**config.mk**
```make
export PLATFORM = sky130hd
export DESIGN_NAME = dtc_top
export DESIGN_NICKNAME = d
export VERILOG_FILES = /design/src/hw/dtc_pkg.sv /design/src/hw/dtc_pin_sample.sv /design/src/hw/dtc_prescale.sv /design/src/hw/dtc_top.sv
export VERILOG_INCLUDE_DIRS = /design/src /design/src/hw
export SDC_FILE = /design/constraint.sdc
export NUM_CORES = 1
export LEC_CHECK = 0
export BUFFER_PORTS_ARGS = -buffer_cell sky130_fd_sc_hd__buf_4
export CAP_MARGIN = 20
export CORE_MARGIN = 2
export CORE_UTILIZATION = 65
export DETAILED_ROUTE_END_ITERATION = 16
export PLACE_DENSITY_LB_ADDON = 0.1
export SYNTH_ARGS = -nofsm -noshare
export SYNTH_HDL_FRONTEND = slang
export SYNTH_SLANG_ARGS = --single-unit
```
**constraint.sdc**
```tcl
create_clock -name CLK -period 4.6 [get_ports CLK]
set_input_delay 0.23 -clock CLK [delete_from_list [all_inputs] [get_ports CLK]]
set_output_delay 0.23 -clock CLK [all_outputs]
set_load 0.01 [all_outputs]
```
**src/hw/dtc_regs.svh**
```systemverilog
`ifndef DTC_REGS_SVH
`define DTC_REGS_SVH

// Register indices on the special function register port
`define DTC_IDX_PRESCALE 3'h0
`define DTC_IDX_MODE     3'h1
`define DTC_IDX_CONTROL  3'h2
`define DTC_IDX_TL0      3'h3
`define DTC_IDX_TH0      3'h4
`define DTC_IDX_TL1      3'h5
`define DTC_IDX_TH1      3'h6

// Reset values
`define DTC_RST_PRESCALE 6'h3F
`define DTC_RST_MODE     8'h00
`define DTC_RST_COUNT    8'h00
`define DTC_RST_FLAGS    2'h0

// Control register bit positions
`define DTC_CTL_TF1 7
`define DTC_CTL_TR1 6
`define DTC_CTL_TF0 5
`define DTC_CTL_TR0 4
`define DTC_CTL_IE1 3
`define DTC_CTL_IT1 2
`define DTC_CTL_IE0 1
`define DTC_CTL_IT0 0

// Mode register nibble layout
`define DTC_MOD_GATE 3
`define DTC_MOD_CT   2

// Operating modes
`define DTC_MODE_13    2'h0
`define DTC_MODE_16    2'h1
`define DTC_MODE_8R    2'h2
`define DTC_MODE_SPLIT 2'h3

// Machine cycle length in system clocks
`define DTC_MCYC_CLKS 2'h3

`endif

```
**src/hw/dtc_pkg.sv**
```systemverilog
package dtc_pkg;

  typedef struct packed {
    logic       we;
    logic [2:0] idx;
    logic [7:0] wdata;
  } dtc_sfr_req_t;

  typedef struct packed {
    logic tf1;
    logic tf0;
    logic ie1;
    logic ie0;
  } dtc_evt_t;

  typedef struct packed {
    logic [7:0] hi;
    logic [7:0] lo;
    logic       ovf;
  } dtc_cnt_t;

endpackage

```
**src/hw/dtc_pin_sample.sv**
```systemverilog
`timescale 1ns/1ps
`default_nettype none
module dtc_pin_sample #(
  parameter int W = 4
) (
  // Clock and control
  input  wire logic         clk,
  input  wire logic         reset,
  input  wire logic         ce,
  input  wire logic         mstb,
  // Pins and samples
  input  wire logic [W-1:0] pin,
  output logic      [W-1:0] lvl,
  output logic      [W-1:0] fall
);
  logic [W-1:0] s1_q, s1_d, s2_q, s2_d, smp_q, smp_d, prv_q, prv_d;

  always_comb begin
    s1_d  = pin;
    s2_d  = s1_q;
    smp_d = mstb ? s2_q : smp_q;
    prv_d = mstb ? smp_q : prv_q;
  end

  always_ff @(posedge clk) begin
    if (reset) begin
      s1_q  <= '0;
      s2_q  <= '0;
      smp_q <= '0;
      prv_q <= '0;
    end else if (ce) begin
      s1_q  <= s1_d;
      s2_q  <= s2_d;
      smp_q <= smp_d;
      prv_q <= prv_d;
    end
  end

  // One sample per machine cycle, high then low marks a fall
  assign lvl  = smp_q;
  assign fall = prv_q & ~smp_q;

  property p_sample_rate;
    @(posedge clk) disable iff (reset)
    ce && !mstb |=> $stable(lvl);
  endproperty
  a_sample_rate: assert property (p_sample_rate) else $error("sample moved off the machine cycle strobe");

endmodule
`default_nettype wire

```
**src/hw/dtc_prescale.sv**
```systemverilog
`timescale 1ns/1ps
`default_nettype none
module dtc_prescale (
  // Clock and control
  input  wire logic       clk,
  input  wire logic       reset,
  input  wire logic       ce,
  // Prescaler
  input  wire logic       en,
  input  wire logic [1:0] field,
  output logic            tick
);
  logic [1:0] cnt_q, cnt_d;

  // Tick after field+1 enabled machine cycles
  always_comb begin
    tick  = en && (cnt_q >= field);
    cnt_d = cnt_q;
    if (en) begin
      cnt_d = tick ? 2'h0 : 2'(cnt_q + 2'h1);
    end
  end

  always_ff @(posedge clk) begin
    if (reset) begin
      cnt_q <= 2'h0;
    end else if (ce) begin
      cnt_q <= cnt_d;
    end
  end

  property p_prescale_step;
    @(posedge clk) disable iff (reset)
    ce && en && !tick |=> cnt_q == 2'($past(cnt_q) + 2'h1);
  endproperty
  a_prescale_step: assert property (p_prescale_step) else $error("prescaler did not advance");

endmodule
`default_nettype wire

```
**src/hw/dtc_top.sv**
```systemverilog
`timescale 1ns/1ps
`default_nettype none
`include "dtc_regs.svh"
// Contract
// Timer function advances every 1 to 4 machine cycles per prescale field.
// Machine cycle is three clocks, giving rates of clock over 3,6,9,12.
// Prescale fields reset to the slowest rate.
// Prescale bits 5:4 timer 1, 3:2 timer 0 high byte, 1:0 timer 0.
// Counter input sampled once per machine cycle; high then low counts.
// Count updates the machine cycle after the fall was seen.
// Counter/timer select picks pin when set; timer 1 upper nibble.
// Gate set: count only while interrupt pin and run bit high.
// Gate clear: count whenever run bit is high.
// Mode 0: 13-bit timer, low five bits prescale the high byte.
// Mode 1: 16-bit timer from high and low bytes.
// Mode 2: 8-bit low byte reloaded from high byte on overflow.
// Mode 3 stops timer 1 and splits timer 0 into two bytes.
// Overflow flags set by hardware, cleared by software or vectoring.
// Run bit starts the timer, clearing it stops counting.
// Trigger-type bit: falling edge when set, low level when clear.
// Edge flags set on edge, cleared by software or vectoring.
// Vectoring clears edge flags only; level flags follow the pin.
// Timer 1 in mode 3 holds its count.
// Split mode: high byte overflow drives the timer 1 flag.
// Machine-cycle strobe every three clocks times prescale and sampling.
module dtc_top (
  // Clock and control
  input  wire logic                  CLK,
  input  wire logic                  RESET,
  input  wire logic                  CE,
  // Special function register port
  input  wire dtc_pkg::dtc_sfr_req_t SFR_REQ,
  output logic [7:0]                 SFR_RDATA,
  // Interrupt vectoring
  input  wire dtc_pkg::dtc_evt_t     VEC_ACK,
  output dtc_pkg::dtc_evt_t          IRQ_REQ,
  // Pins
  input  wire logic                  TIMER0_COUNT_PIN,
  input  wire logic                  TIMER1_COUNT_PIN,
  input  wire logic                  EXT_IRQ0_PIN,
  input  wire logic                  EXT_IRQ1_PIN
);
  import dtc_pkg::*;

  logic [1:0] mcnt_q, mcnt_d;
  logic       mstb;
  logic [5:0] pre_q, pre_d;
  logic [7:0] mod_q, mod_d;
  logic [1:0] tr_q, tr_d, it_q, it_d, tf_q, tf_d, ie_q, ie_d;
  logic [7:0] tl0_q, tl0_d, th0_q, th0_d, tl1_q, tl1_d, th1_q, th1_d;
  logic [7:0] rd_q, rd_d;
  logic [3:0] lvl, fall;
  logic [2:0] pen, ptick;
  logic [3:0] n0, n1;
  logic       run0, run1, split, inc0, inc_th0, inc1;
  logic       ovf0, ovf_th0, ovf1, wc;
  logic [8:0] th0s;
  logic [7:0] w;
  dtc_cnt_t   c0, c1;

  function automatic logic sfr_wr(input logic [2:0] idx);
    sfr_wr = SFR_REQ.we && (SFR_REQ.idx == idx);
  endfunction

  function automatic dtc_cnt_t step(input logic [1:0] m, input logic [7:0] lo, input logic [7:0] hi);
    dtc_cnt_t   r;
    logic [16:0] s;
    r.lo  = lo;
    r.hi  = hi;
    r.ovf = 1'b0;
    s     = '0;
    case (m)
      `DTC_MODE_13: begin
        s     = 17'({4'h0, hi, lo[4:0]} + 17'h0_0001);
        r.lo  = {lo[7:5], s[4:0]};
        r.hi  = s[12:5];
        r.ovf = s[13];
      end
      `DTC_MODE_16: begin
        s     = 17'({1'b0, hi, lo} + 17'h0_0001);
        r.lo  = s[7:0];
        r.hi  = s[15:8];
        r.ovf = s[16];
      end
      `DTC_MODE_8R: begin
        s     = 17'({9'h000, lo} + 17'h0_0001);
        r.lo  = s[8] ? hi : s[7:0];
        r.ovf = s[8];
      end
      default: begin
        s     = 17'({9'h000, lo} + 17'h0_0001);
        r.lo  = s[7:0];
        r.ovf = s[8];
      end
    endcase
    return r;
  endfunction

  // Machine-cycle strobe
  always_comb begin
    mstb   = (mcnt_q == 2'(`DTC_MCYC_CLKS - 2'h1));
    mcnt_d = mstb ? 2'h0 : 2'(mcnt_q + 2'h1);
  end

  always_ff @(posedge CLK) begin
    if (RESET) begin
      mcnt_q <= 2'h0;
    end else if (CE) begin
      mcnt_q <= mcnt_d;
    end
  end

  // Pin synchronisers and per-machine-cycle samples
  dtc_pin_sample #(
    .W(4)
  ) u_pins (
    .clk  (CLK),
    .reset(RESET),
    .ce   (CE),
    .mstb (mstb),
    .pin  ({EXT_IRQ1_PIN, EXT_IRQ0_PIN, TIMER1_COUNT_PIN, TIMER0_COUNT_PIN}),
    .lvl  (lvl),
    .fall (fall)
  );

  // Mode nibbles and count enables
  always_comb begin
    n0      = mod_q[3:0];
    n1      = mod_q[7:4];
    split   = (n0[1:0] == `DTC_MODE_SPLIT);
    run0    = tr_q[0] && (!n0[`DTC_MOD_GATE] || lvl[2]);
    run1    = tr_q[1] && (!n1[`DTC_MOD_GATE] || lvl[3]);
    pen[0]  = mstb && run0 && !n0[`DTC_MOD_CT];
    pen[1]  = mstb && split && tr_q[1];
    pen[2]  = mstb && run1 && !n1[`DTC_MOD_CT] && (n1[1:0] != `DTC_MODE_SPLIT);
    inc0    = mstb && run0 && (n0[`DTC_MOD_CT] ? fall[0] : ptick[0]);
    inc_th0 = ptick[1];
    inc1    = mstb && run1 && (n1[1:0] != `DTC_MODE_SPLIT)
              && (n1[`DTC_MOD_CT] ? fall[1] : ptick[2]);
  end

  // Prescalers: timer 0, timer 0 high byte, timer 1
  genvar g;
  generate
    for (g = 0; g < 3; g++) begin : g_pre
      dtc_prescale u_pre (
        .clk  (CLK),
        .reset(RESET),
        .ce   (CE),
        .en   (pen[g]),
        .field(pre_q[2*g +: 2]),
        .tick (ptick[g])
      );
    end
  endgenerate

  // Count registers
  always_comb begin
    c0      = step(n0[1:0], tl0_q, th0_q);
    c1      = step(n1[1:0], tl1_q, th1_q);
    th0s    = 9'({1'b0, th0_q} + 9'h001);
    ovf0    = inc0 && c0.ovf;
    ovf_th0 = inc_th0 && th0s[8];
    ovf1    = inc1 && c1.ovf;
    tl0_d   = tl0_q;
    th0_d   = th0_q;
    tl1_d   = tl1_q;
    th1_d   = th1_q;
    if (inc0) begin
      tl0_d = c0.lo;
      if (!split) begin
        th0_d = c0.hi;
      end
    end
    if (inc_th0) begin
      th0_d = th0s[7:0];
    end
    if (inc1) begin
      tl1_d = c1.lo;
      th1_d = c1.hi;
    end
    if (sfr_wr(`DTC_IDX_TL0)) begin
      tl0_d = SFR_REQ.wdata;
    end
    if (sfr_wr(`DTC_IDX_TH0)) begin
      th0_d = SFR_REQ.wdata;
    end
    if (sfr_wr(`DTC_IDX_TL1)) begin
      tl1_d = SFR_REQ.wdata;
    end
    if (sfr_wr(`DTC_IDX_TH1)) begin
      th1_d = SFR_REQ.wdata;
    end
  end

  // Configuration and flags; hardware set wins over any clear
  always_comb begin
    w     = SFR_REQ.wdata;
    wc    = sfr_wr(`DTC_IDX_CONTROL);
    pre_d = sfr_wr(`DTC_IDX_PRESCALE) ? w[5:0] : pre_q;
    mod_d = sfr_wr(`DTC_IDX_MODE) ? w : mod_q;
    tr_d  = wc ? {w[`DTC_CTL_TR1], w[`DTC_CTL_TR0]} : tr_q;
    it_d  = wc ? {w[`DTC_CTL_IT1], w[`DTC_CTL_IT0]} : it_q;
    tf_d  = wc ? {w[`DTC_CTL_TF1], w[`DTC_CTL_TF0]} : (tf_q & ~{VEC_ACK.tf1, VEC_ACK.tf0});
    tf_d[0] = tf_d[0] | ovf0;
    tf_d[1] = tf_d[1] | (split ? ovf_th0 : ovf1);
    ie_d  = wc ? {w[`DTC_CTL_IE1], w[`DTC_CTL_IE0]} : (ie_q & ~{VEC_ACK.ie1, VEC_ACK.ie0});
    for (int i = 0; i < 2; i++) begin
      if (it_q[i]) begin
        ie_d[i] = ie_d[i] | (mstb && fall[2+i]);
      end else begin
        ie_d[i] = !lvl[2+i];
      end
    end
  end

  // Register read data
  always_comb begin
    case (SFR_REQ.idx)
      `DTC_IDX_PRESCALE: rd_d = {2'b00, pre_q};
      `DTC_IDX_MODE:     rd_d = mod_q;
      `DTC_IDX_CONTROL:  rd_d = {tf_q[1], tr_q[1], tf_q[0], tr_q[0], ie_q[1], it_q[1], ie_q[0], it_q[0]};
      `DTC_IDX_TL0:      rd_d = tl0_q;
      `DTC_IDX_TH0:      rd_d = th0_q;
      `DTC_IDX_TL1:      rd_d = tl1_q;
      `DTC_IDX_TH1:      rd_d = th1_q;
      default:           rd_d = 8'h00;
    endcase
  end

  always_ff @(posedge CLK) begin
    if (RESET) begin
      pre_q <= `DTC_RST_PRESCALE;
      mod_q <= `DTC_RST_MODE;
      tr_q  <= `DTC_RST_FLAGS;
      it_q  <= `DTC_RST_FLAGS;
      tf_q  <= `DTC_RST_FLAGS;
      ie_q  <= `DTC_RST_FLAGS;
      tl0_q <= `DTC_RST_COUNT;
      th0_q <= `DTC_RST_COUNT;
      tl1_q <= `DTC_RST_COUNT;
      th1_q <= `DTC_RST_COUNT;
      rd_q  <= 8'h00;
    end else if (CE) begin
      pre_q <= pre_d;
      mod_q <= mod_d;
      tr_q  <= tr_d;
      it_q  <= it_d;
      tf_q  <= tf_d;
      ie_q  <= ie_d;
      tl0_q <= tl0_d;
      th0_q <= th0_d;
      tl1_q <= tl1_d;
      th1_q <= th1_d;
      rd_q  <= rd_d;
    end
  end

  assign SFR_RDATA = rd_q;
  assign IRQ_REQ   = '{tf1: tf_q[1], tf0: tf_q[0], ie1: ie_q[1], ie0: ie_q[0]};

  property p_mcycle;
    @(posedge CLK) disable iff (RESET || !CE)
    mstb |=> !mstb ##1 !mstb ##1 mstb;
  endproperty
  a_mcycle: assert property (p_mcycle) else $error("machine cycle strobe not every three clocks");

  property p_reset_pre;
    @(posedge CLK)
    $past(RESET) && !RESET |-> pre_q == `DTC_RST_PRESCALE;
  endproperty
  a_reset_pre: assert property (p_reset_pre) else $error("prescale not slowest after reset");

  property p_gate0;
    @(posedge CLK) disable iff (RESET)
    n0[`DTC_MOD_GATE] && !lvl[2] |-> !inc0;
  endproperty
  a_gate0: assert property (p_gate0) else $error("timer 0 counted with gate pin low");

  property p_run0;
    @(posedge CLK) disable iff (RESET)
    !tr_q[0] |-> !inc0 && !pen[0];
  endproperty
  a_run0: assert property (p_run0) else $error("timer 0 counted with run bit clear");

  property p_tf0;
    @(posedge CLK) disable iff (RESET)
    CE && ovf0 |=> tf_q[0];
  endproperty
  a_tf0: assert property (p_tf0) else $error("overflow did not set timer 0 flag");

  property p_tf1_split;
    @(posedge CLK) disable iff (RESET)
    CE && split && ovf_th0 |=> tf_q[1];
  endproperty
  a_tf1_split: assert property (p_tf1_split) else $error("high byte overflow missed timer 1 flag");

  property p_reload;
    @(posedge CLK) disable iff (RESET)
    CE && inc0 && n0[1:0] == `DTC_MODE_8R && c0.ovf && !sfr_wr(`DTC_IDX_TL0) |=> tl0_q == $past(th0_q);
  endproperty
  a_reload: assert property (p_reload) else $error("low byte not reloaded from high byte");

  property p_t1_hold;
    @(posedge CLK) disable iff (RESET)
    CE && n1[1:0] == `DTC_MODE_SPLIT && !sfr_wr(`DTC_IDX_TL1) && !sfr_wr(`DTC_IDX_TH1)
      |=> $stable({tl1_q, th1_q});
  endproperty
  a_t1_hold: assert property (p_t1_hold) else $error("timer 1 moved in mode 3");

  property p_level;
    @(posedge CLK) disable iff (RESET)
    CE && !it_q[0] |=> ie_q[0] == !$past(lvl[2]);
  endproperty
  a_level: assert property (p_level) else $error("level flag does not follow the pin");

  property p_edge_ack;
    @(posedge CLK) disable iff (RESET)
    CE && it_q[0] && VEC_ACK.ie0 && !(mstb && fall[2]) && !wc |=> !ie_q[0];
  endproperty
  a_edge_ack: assert property (p_edge_ack) else $error("edge flag not cleared on vectoring");

endmodule
`default_nettype wire

```
==> flow_metrics.env, run 1 <==
export IMPL_status="complete, no violations"
export IMPL_hold_class="primary input to flop"
export IMPL_grt_start_max_net_pins=88
export IMPL_numCtsBuffers=9
export IMPL_post_cts_setup_buffers=0
export IMPL_power_frac_clock=0.367
export IMPL_grt_ovfl_total=0
export IMPL_drt_initial_drc_count=465
export IMPL_min_period_ns=2.54
export IMPL_yosysUniqueCellTypes=73
export IMPL_cts_resized=0
export IMPL_fillerInstances=689
export IMPL_clock_path_buffers=2
export IMPL_cts_htree_levels=3
export IMPL_vias=5385
export IMPL_r2r_end="tl0_q[4]"
export IMPL_seq_area_um2=1720
export IMPL_setup_tns_ns=0
export IMPL_yosysMostFrequentCell="dfxtp_1"
export IMPL_cts_sinks=86
export IMPL_gp_congestion=1.01
export IMPL_worst_slew_pin_slew_ns=0.929
export IMPL_peakVddDrop_mv=0.262
export IMPL_worst_path_most_repeated_cell="or3_1"
export IMPL_max_freq_mhz=393
export IMPL_path_buf_inv=0
export IMPL_crit_end="tl0_q[4]"
export IMPL_diodes=0
export IMPL_clk_insertion_delay_late_ns=0.37
export IMPL_drtPass1Iterations=6
export IMPL_clock_skew_ns=0.0136
export IMPL_syn2layout_area_growth_pct=7.04
export IMPL_ys_top_cells_by_area="dfxtp_1, mux2i_1, a21oi_1"
export IMPL_drcViolationCount=0
export IMPL_multi_input_area_um2=3360
export IMPL_power_frac_seq=0.528
export IMPL_p_int_mw=1.03
export IMPL_yosys_warnings=0
export IMPL_cpPeakStageDelay_ns=0.57
export IMPL_grt_pass1_vias=4810
export IMPL_dieArea_um2=9000
export IMPL_synthesis_nets=706
export IMPL_drv_cap=0
export IMPL_holdBufCountCts=0
export IMPL_crit_chain="nor2b_1 -> nand3_1 -> or3_1 -> a21o_1 -> or3_1 -> a21oi_1"
export IMPL_synth_async_reset_ratio=0
export IMPL_cp_top_family="simple AND/OR/NAND/NOR gates"
export IMPL_ios=35
export IMPL_finalSetupViolCount=0
export IMPL_crit_cells=6
export IMPL_path_max_fanout=10
export IMPL_nNetsFinal=702
export IMPL_die_height_um=94.9
export IMPL_netlist_area_um2=5370
export IMPL_r2r_cells=6
export IMPL_slew_violations=0
export IMPL_drtAntennaViolNets=0
export IMPL_crit_required_ns=4.89
export IMPL_ff2ff_setup_slack_ns=2.06
export IMPL_timing_hold_violations_final=0
export IMPL_synth_ff_type="dfxtp_1"
export IMPL_synth_cells_most_frequent="dfxtp_1, a21oi_1, nor2_1"
export IMPL_seq_area_frac_synth=0.321
export IMPL_synth_edf_count=0
export IMPL_startpoint="mcnt_q[1]"
export IMPL_io_buffer_count=34
export IMPL_netSwitchingFraction=0.298
export IMPL_power_total_mw=1.47
export IMPL_syn_avg_cell_area_um2=7.96
export IMPL_dieWidth_um=94.9
export IMPL_wl_per_cell_um=21.2
export IMPL_clk_pin_slew_worst_paths_ns=0.10
export IMPL_netlist_instances=674
export IMPL_max_slew_margin=0.381
export IMPL_synth_top_cell_area_share=0.321
export IMPL_ys_ff_latch=86
export IMPL_tritoncts="built"
export IMPL_slowest_stage="nor2b_1"
export IMPL_rows=33
export IMPL_synth_largest_area_cell="dfxtp_1"
export IMPL_hpwlAfterDp_mm=11.5
export IMPL_antenna_found_initial=0
export IMPL_post_route_util=0.710
export IMPL_root_buffer="clkbuf_8"
export IMPL_final_layout_size_suffix_gt1_frac=0.104
export IMPL_wl_mm=16.5
export IMPL_groute_usage_overall=0.377
export IMPL_grt_pass1_wl_mm=25.5
export IMPL_worstSetupPathType="flop to flop"
export IMPL_powerDensity_nw_per_um2=256
export IMPL_drt_vias_per_instance=6.90
export IMPL_crit_path_start_kind="flop"
export IMPL_worstReg2RegStart="mcnt_q[1]"
export IMPL_combPwrFrac=0.104
export IMPL_start_util=0.663
export IMPL_p_leak_nw=2.11
export IMPL_worstPathArrival_ns=2.83
export IMPL_netSwitchingPower_mw=0.438
export IMPL_core_area_um2=8090
export IMPL_cp_end_kind="flop"
export IMPL_rsz0062_at_grt="false"
export IMPL_fin_crit_sh=0.553
-- registers in the layout, indices dropped and copies added, names as in the netlist, 6 cells and up --
register and flops:
g_pre.u_pre.cnt_q 6, th0_q 8, th1_q 8, mod_q 8, tl1_q 8, SFR_RDATA 8
tl0_q 8, pre_q 6
-- cell type report --
type | instances | area share
clock inverter | 7 | 0.0120
inverter | 20 | 0.0131
multi-input combinational | 518 | 0.585
tap | 105 | 0.0229
sequential | 86 | 0.300
clock buffer | 9 | 0.0216
timing repair buffer | 35 | 0.0453
-- through the flow --
stage	hold slack, ns	instance area, um^2	std cells	worst slack (ns)
3_3_place_gp	0.442	5550	763	1.96
4_1_cts	0.0813	5740	779	1.72
6_report	0.0940	5740	780	2.06
5_1_grt	0.0922	5740	780	1.91
2_1_floorplan	0.374	5370	674	2.51
3_5_place_dp	0.448	5550	763	1.76
-- placed cells by master (no fill, tap or decap), types with 4 or more instances in the layout --
| master | count |
|---|---|
| dfxtp_1 | 86 |
| nand4_1 | 9 |
| nor2b_1 | 13 |
| or4_1 | 4 |
| nand3b_1 | 4 |
| nand3_1 | 27 |
| clkbuf_8 | 9 |
| buf_4 | 34 |
| mux4_2 | 5 |
| or3_1 | 7 |
| nor3_1 | 12 |
| o211ai_1 | 6 |
| mux2i_1 | 48 |
| o2bb2ai_1 | 6 |
| nor2_1 | 65 |
| a211oi_1 | 12 |
| nand2b_1 | 9 |
| a21oi_1 | 70 |
| a211o_1 | 6 |
| ha_1 | 9 |
| nand2_1 | 59 |
| and3_1 | 12 |
| xnor2_1 | 5 |
| inv_1 | 20 |
| o21ai_0 | 33 |
| a21o_1 | 10 |
| a31oi_1 | 7 |
| and4_1 | 7 |
| or2_2 | 5 |
-- routing by layer --
layer | GRT usage | up-vias | part of all wire
met5 | 0 | - | 0
met1 | 0.512 | 2535 | 0.41
li1 | - | 2482 | -
met4 | 0.217 | 0 | 0.059
met2 | 0.550 | 302 | 0.43
met3 | 0.0814 | 66 | 0.093
-- kinds of logic (layout without fill, tap and decap cells) --
group	Yosys count	count (layout)	synth area share
xor+xnor	6	6	0.00979
simple gates	249	249	0.235
compound gates	199	199	0.243
fa+ha+maj	9	9	0.0210
buf+inv	70	71	0.0525
flops	86	86	0.321
mux	55	55	0.118
-- power groups by stage --
stage / registers [mW] / clock network, mW / logic (mW)
floorplan: 0.786 / 0 / 0.0968
global placement: 0.791 / 0 / 0.146
detailed placement: 0.792 / 0 / 0.149
CTS: 0.775 / 0.545 / 0.150
global route: 0.777 / 0.576 / 0.164
finish: 0.775 / 0.539 / 0.153
-- tightest hold or removal path, delay by kind of cell --
kind          cells  cell delay (ns)
buf+inv           1             0.08
mux               1             0.05
simple gates      1             0.07
-- worst min path at each step --
stage | from | to | cells past startpoint
6_report | EXT_IRQ0_PIN | u_pins.s1_q[2] | 3
4_1_cts | TIMER0_COUNT_PIN | u_pins.s1_q[0] | 3
3_5_place_dp | u_pins.lvl[0] | u_pins.lvl[0] | 2
3_3_place_gp | u_pins.lvl[0] | u_pins.lvl[0] | 2
2_1_floorplan | SFR_REQ[0] | mod_q[0] | 2
5_1_grt | TIMER1_COUNT_PIN | u_pins.s1_q[1] | 3
Power figures use the tool's default switching activity.
==> inputs of run 2 (changes only) <==
CORE_UTILIZATION = 55   (was 65)
clock period = 2.13 ns   (was 4.6 ns; I/O delays follow)
==> run 2 against run 1 <==
Net effect:
- combinational power rose by 150%
- power rose by 120%
- routed wire length rose by 4.6%
- clock power rose by 120%
- sequential power rose by 110%
- die area rose by 17%
- critical path type unchanged
- largest cell class unchanged
==> flow_metrics.env, run 2 (same netlist as run 1, synthesis figures left out) <==
export IMPL_status="complete, no violations"
export IMPL_syn2layout_area_growth_pct=19.9
export IMPL_powerDensity_nw_per_um2=501
export IMPL_max_slew_margin=0.491
export IMPL_worst_slew_pin_slew_ns=0.764
export IMPL_hpwlAfterDp_mm=12.3
export IMPL_hold_depth=3
export IMPL_antenna_found_initial=0
export IMPL_power_total_mw=3.22
export IMPL_vias=5579
export IMPL_p_leak_nw=2.44
export IMPL_post_route_util=0.667
export IMPL_min_period_ns=2.05
export IMPL_clk_insertion_delay_late_ns=0.39
export IMPL_slowest_stage="a2111o_1"
export IMPL_drt_vias_per_instance=6.40
export IMPL_cts_htree_levels=3
export IMPL_drt_initial_drc_count=612
export IMPL_setup_tns_ns=0
export IMPL_final_common_cell="buf_4"
export IMPL_gp_congestion=0.984
export IMPL_worstPathArrival_ns=2.37
export IMPL_wl_per_cell_um=19.8
export IMPL_tritoncts="built"
export IMPL_die_height_um=103
export IMPL_clock_path_buffers=2
export IMPL_start_util=0.557
export IMPL_drtPass1Iterations=5
export IMPL_peakVddDrop_mv=0.482
export IMPL_drtAntennaViolNets=0
export IMPL_crit_required_ns=2.45
export IMPL_rows=36
export IMPL_grt_ovfl_total=0
export IMPL_nNetsFinal=766
export IMPL_worstReg2RegStart="g_pre[0].u_pre.cnt_q[0]"
export IMPL_crit_path_start_kind="flop"
export IMPL_grt_pass1_wl_mm=26.5
export IMPL_drcViolationCount=0
export IMPL_r2r_cells=9
export IMPL_finalSetupViolCount=0
export IMPL_root_buffer="clkbuf_8"
export IMPL_slew_violations=0
export IMPL_max_freq_mhz=488
export IMPL_groute_usage_overall=0.333
export IMPL_dieWidth_um=103
export IMPL_diodes=0
export IMPL_wl_mm=17.3
export IMPL_worst_slack_ns=0.0808
export IMPL_clk_pin_slew_worst_paths_ns=0.10
export IMPL_final_layout_size_suffix_gt1_frac=0.217
export IMPL_core_area_um2=9640
export IMPL_cp_top_family="simple AND/OR/NAND/NOR gates"
export IMPL_crit_cells=9
export IMPL_dieArea_um2=10600
export IMPL_path_buf_inv=2
export IMPL_crit_chain="inv_2 -> ha_4 -> nand2b_4 -> a211oi_4 -> buf_4 -> a2111o_1 -> and3_4 -> or3_1 -> a21oi_2"
export IMPL_layout_common_cells="buf_4, dfxtp_1, a21oi_1"
export IMPL_cts_sinks=86
export IMPL_cpPeakStageDelay_ns=0.39
export IMPL_clock_skew_ns=0.0124
export IMPL_dp_slack_ns=-0.103
export IMPL_fin_crit_sh=0.962
export IMPL_hold_class="primary input to flop"
export IMPL_rsz0062_at_grt="false"
export IMPL_startpoint="g_pre[0].u_pre.cnt_q[0]"
export IMPL_hold_slack_ns=0.0651
export IMPL_grt_pass1_vias=5033
export IMPL_path_max_fanout=3
export IMPL_timing_hold_violations_final=0
export IMPL_drv_cap=0
export IMPL_cp_end_kind="flop"
export IMPL_grt_start_max_net_pins=72
export IMPL_io_buffer_count=34
export IMPL_ios=35
export IMPL_worstSetupPathType="flop to flop"
export IMPL_hp_start="SFR_REQ[7]"
export IMPL_numCtsBuffers=9
==> run 2: changes by cell type in the layout (fill, tap and decap cells not counted), moves of 3 or more <==
cell | before | now
nand2b_1 | 9 | 6
dfxtp_1 | 86 | 78
nand2b_4 | 0 | 3
dlygate4sd3_1 | 0 | 4
buf_4 | 34 | 94
ha_1 | 9 | 6
dfxtp_2 | 0 | 7
a211oi_1 | 12 | 9
==> run 2: metrics by stage <==
stage / instances / cell area, um^2
2_1_floorplan: 674 / 5370
5_1_grt: 872 / 6430
3_3_place_gp: 845 / 5990
6_report: 872 / 6430
4_1_cts: 865 / 6230
3_5_place_dp: 845 / 5990
==> run 2: cell type report <==
type | instances | area, um^2
clock buffer | 9 | 124
clock inverter | 7 | 70.1
fill | 863 | 3210
inverter | 20 | 75.1
multi-input combinational | 518 | 3510
sequential | 86 | 1730
tap | 133 | 166
timing repair buffer | 99 | 751
==> run 2: final timing paths <==
path                   endpoint  slack [ns]
hold reg to reg   u_pins.lvl[0]        0.46
hold / removal         mod_q[7]        0.07
setup reg to reg       th0_q[2]        0.08
setup / recovery       th0_q[2]        0.08
==> run 2: power by group <==
part	leakage, nW	switching (mW)	internal [mW]
Clock	0.0977	0.720	0.463
Sequential	0.700	0.0281	1.64
Combinational	1.65	0.226	0.151
==> run 2: per-layer routing <==
layer,routed length (um),share of wire,track usage
met1,7320,0.42,0.452
met2,7870,0.46,0.528
met3,1400,0.081,0.0475
met4,677,0.039,0.151
met5,0,0,0
==> run 2: worst reg2reg max path, cell delays in order (launching register included) <==
cell and delay (ns):
dfxtp_2 0.34, inv_2 0.06, ha_4 0.25, nand2b_4 0.13, a211oi_4 0.07, buf_4 0.14
a2111o_1 0.39, and3_4 0.17, or3_1 0.32, a21oi_2 0.11
==> run 2: timing repair <==
item,4_1_cts,5_1_grt
buffers inserted,0,6
cloned,0,1
hold buffers,4,0
pin swaps,2,13
hold endpoints to repair,4,0
gates resized for setup,4,37
endpoints found under the setup margin,10,27
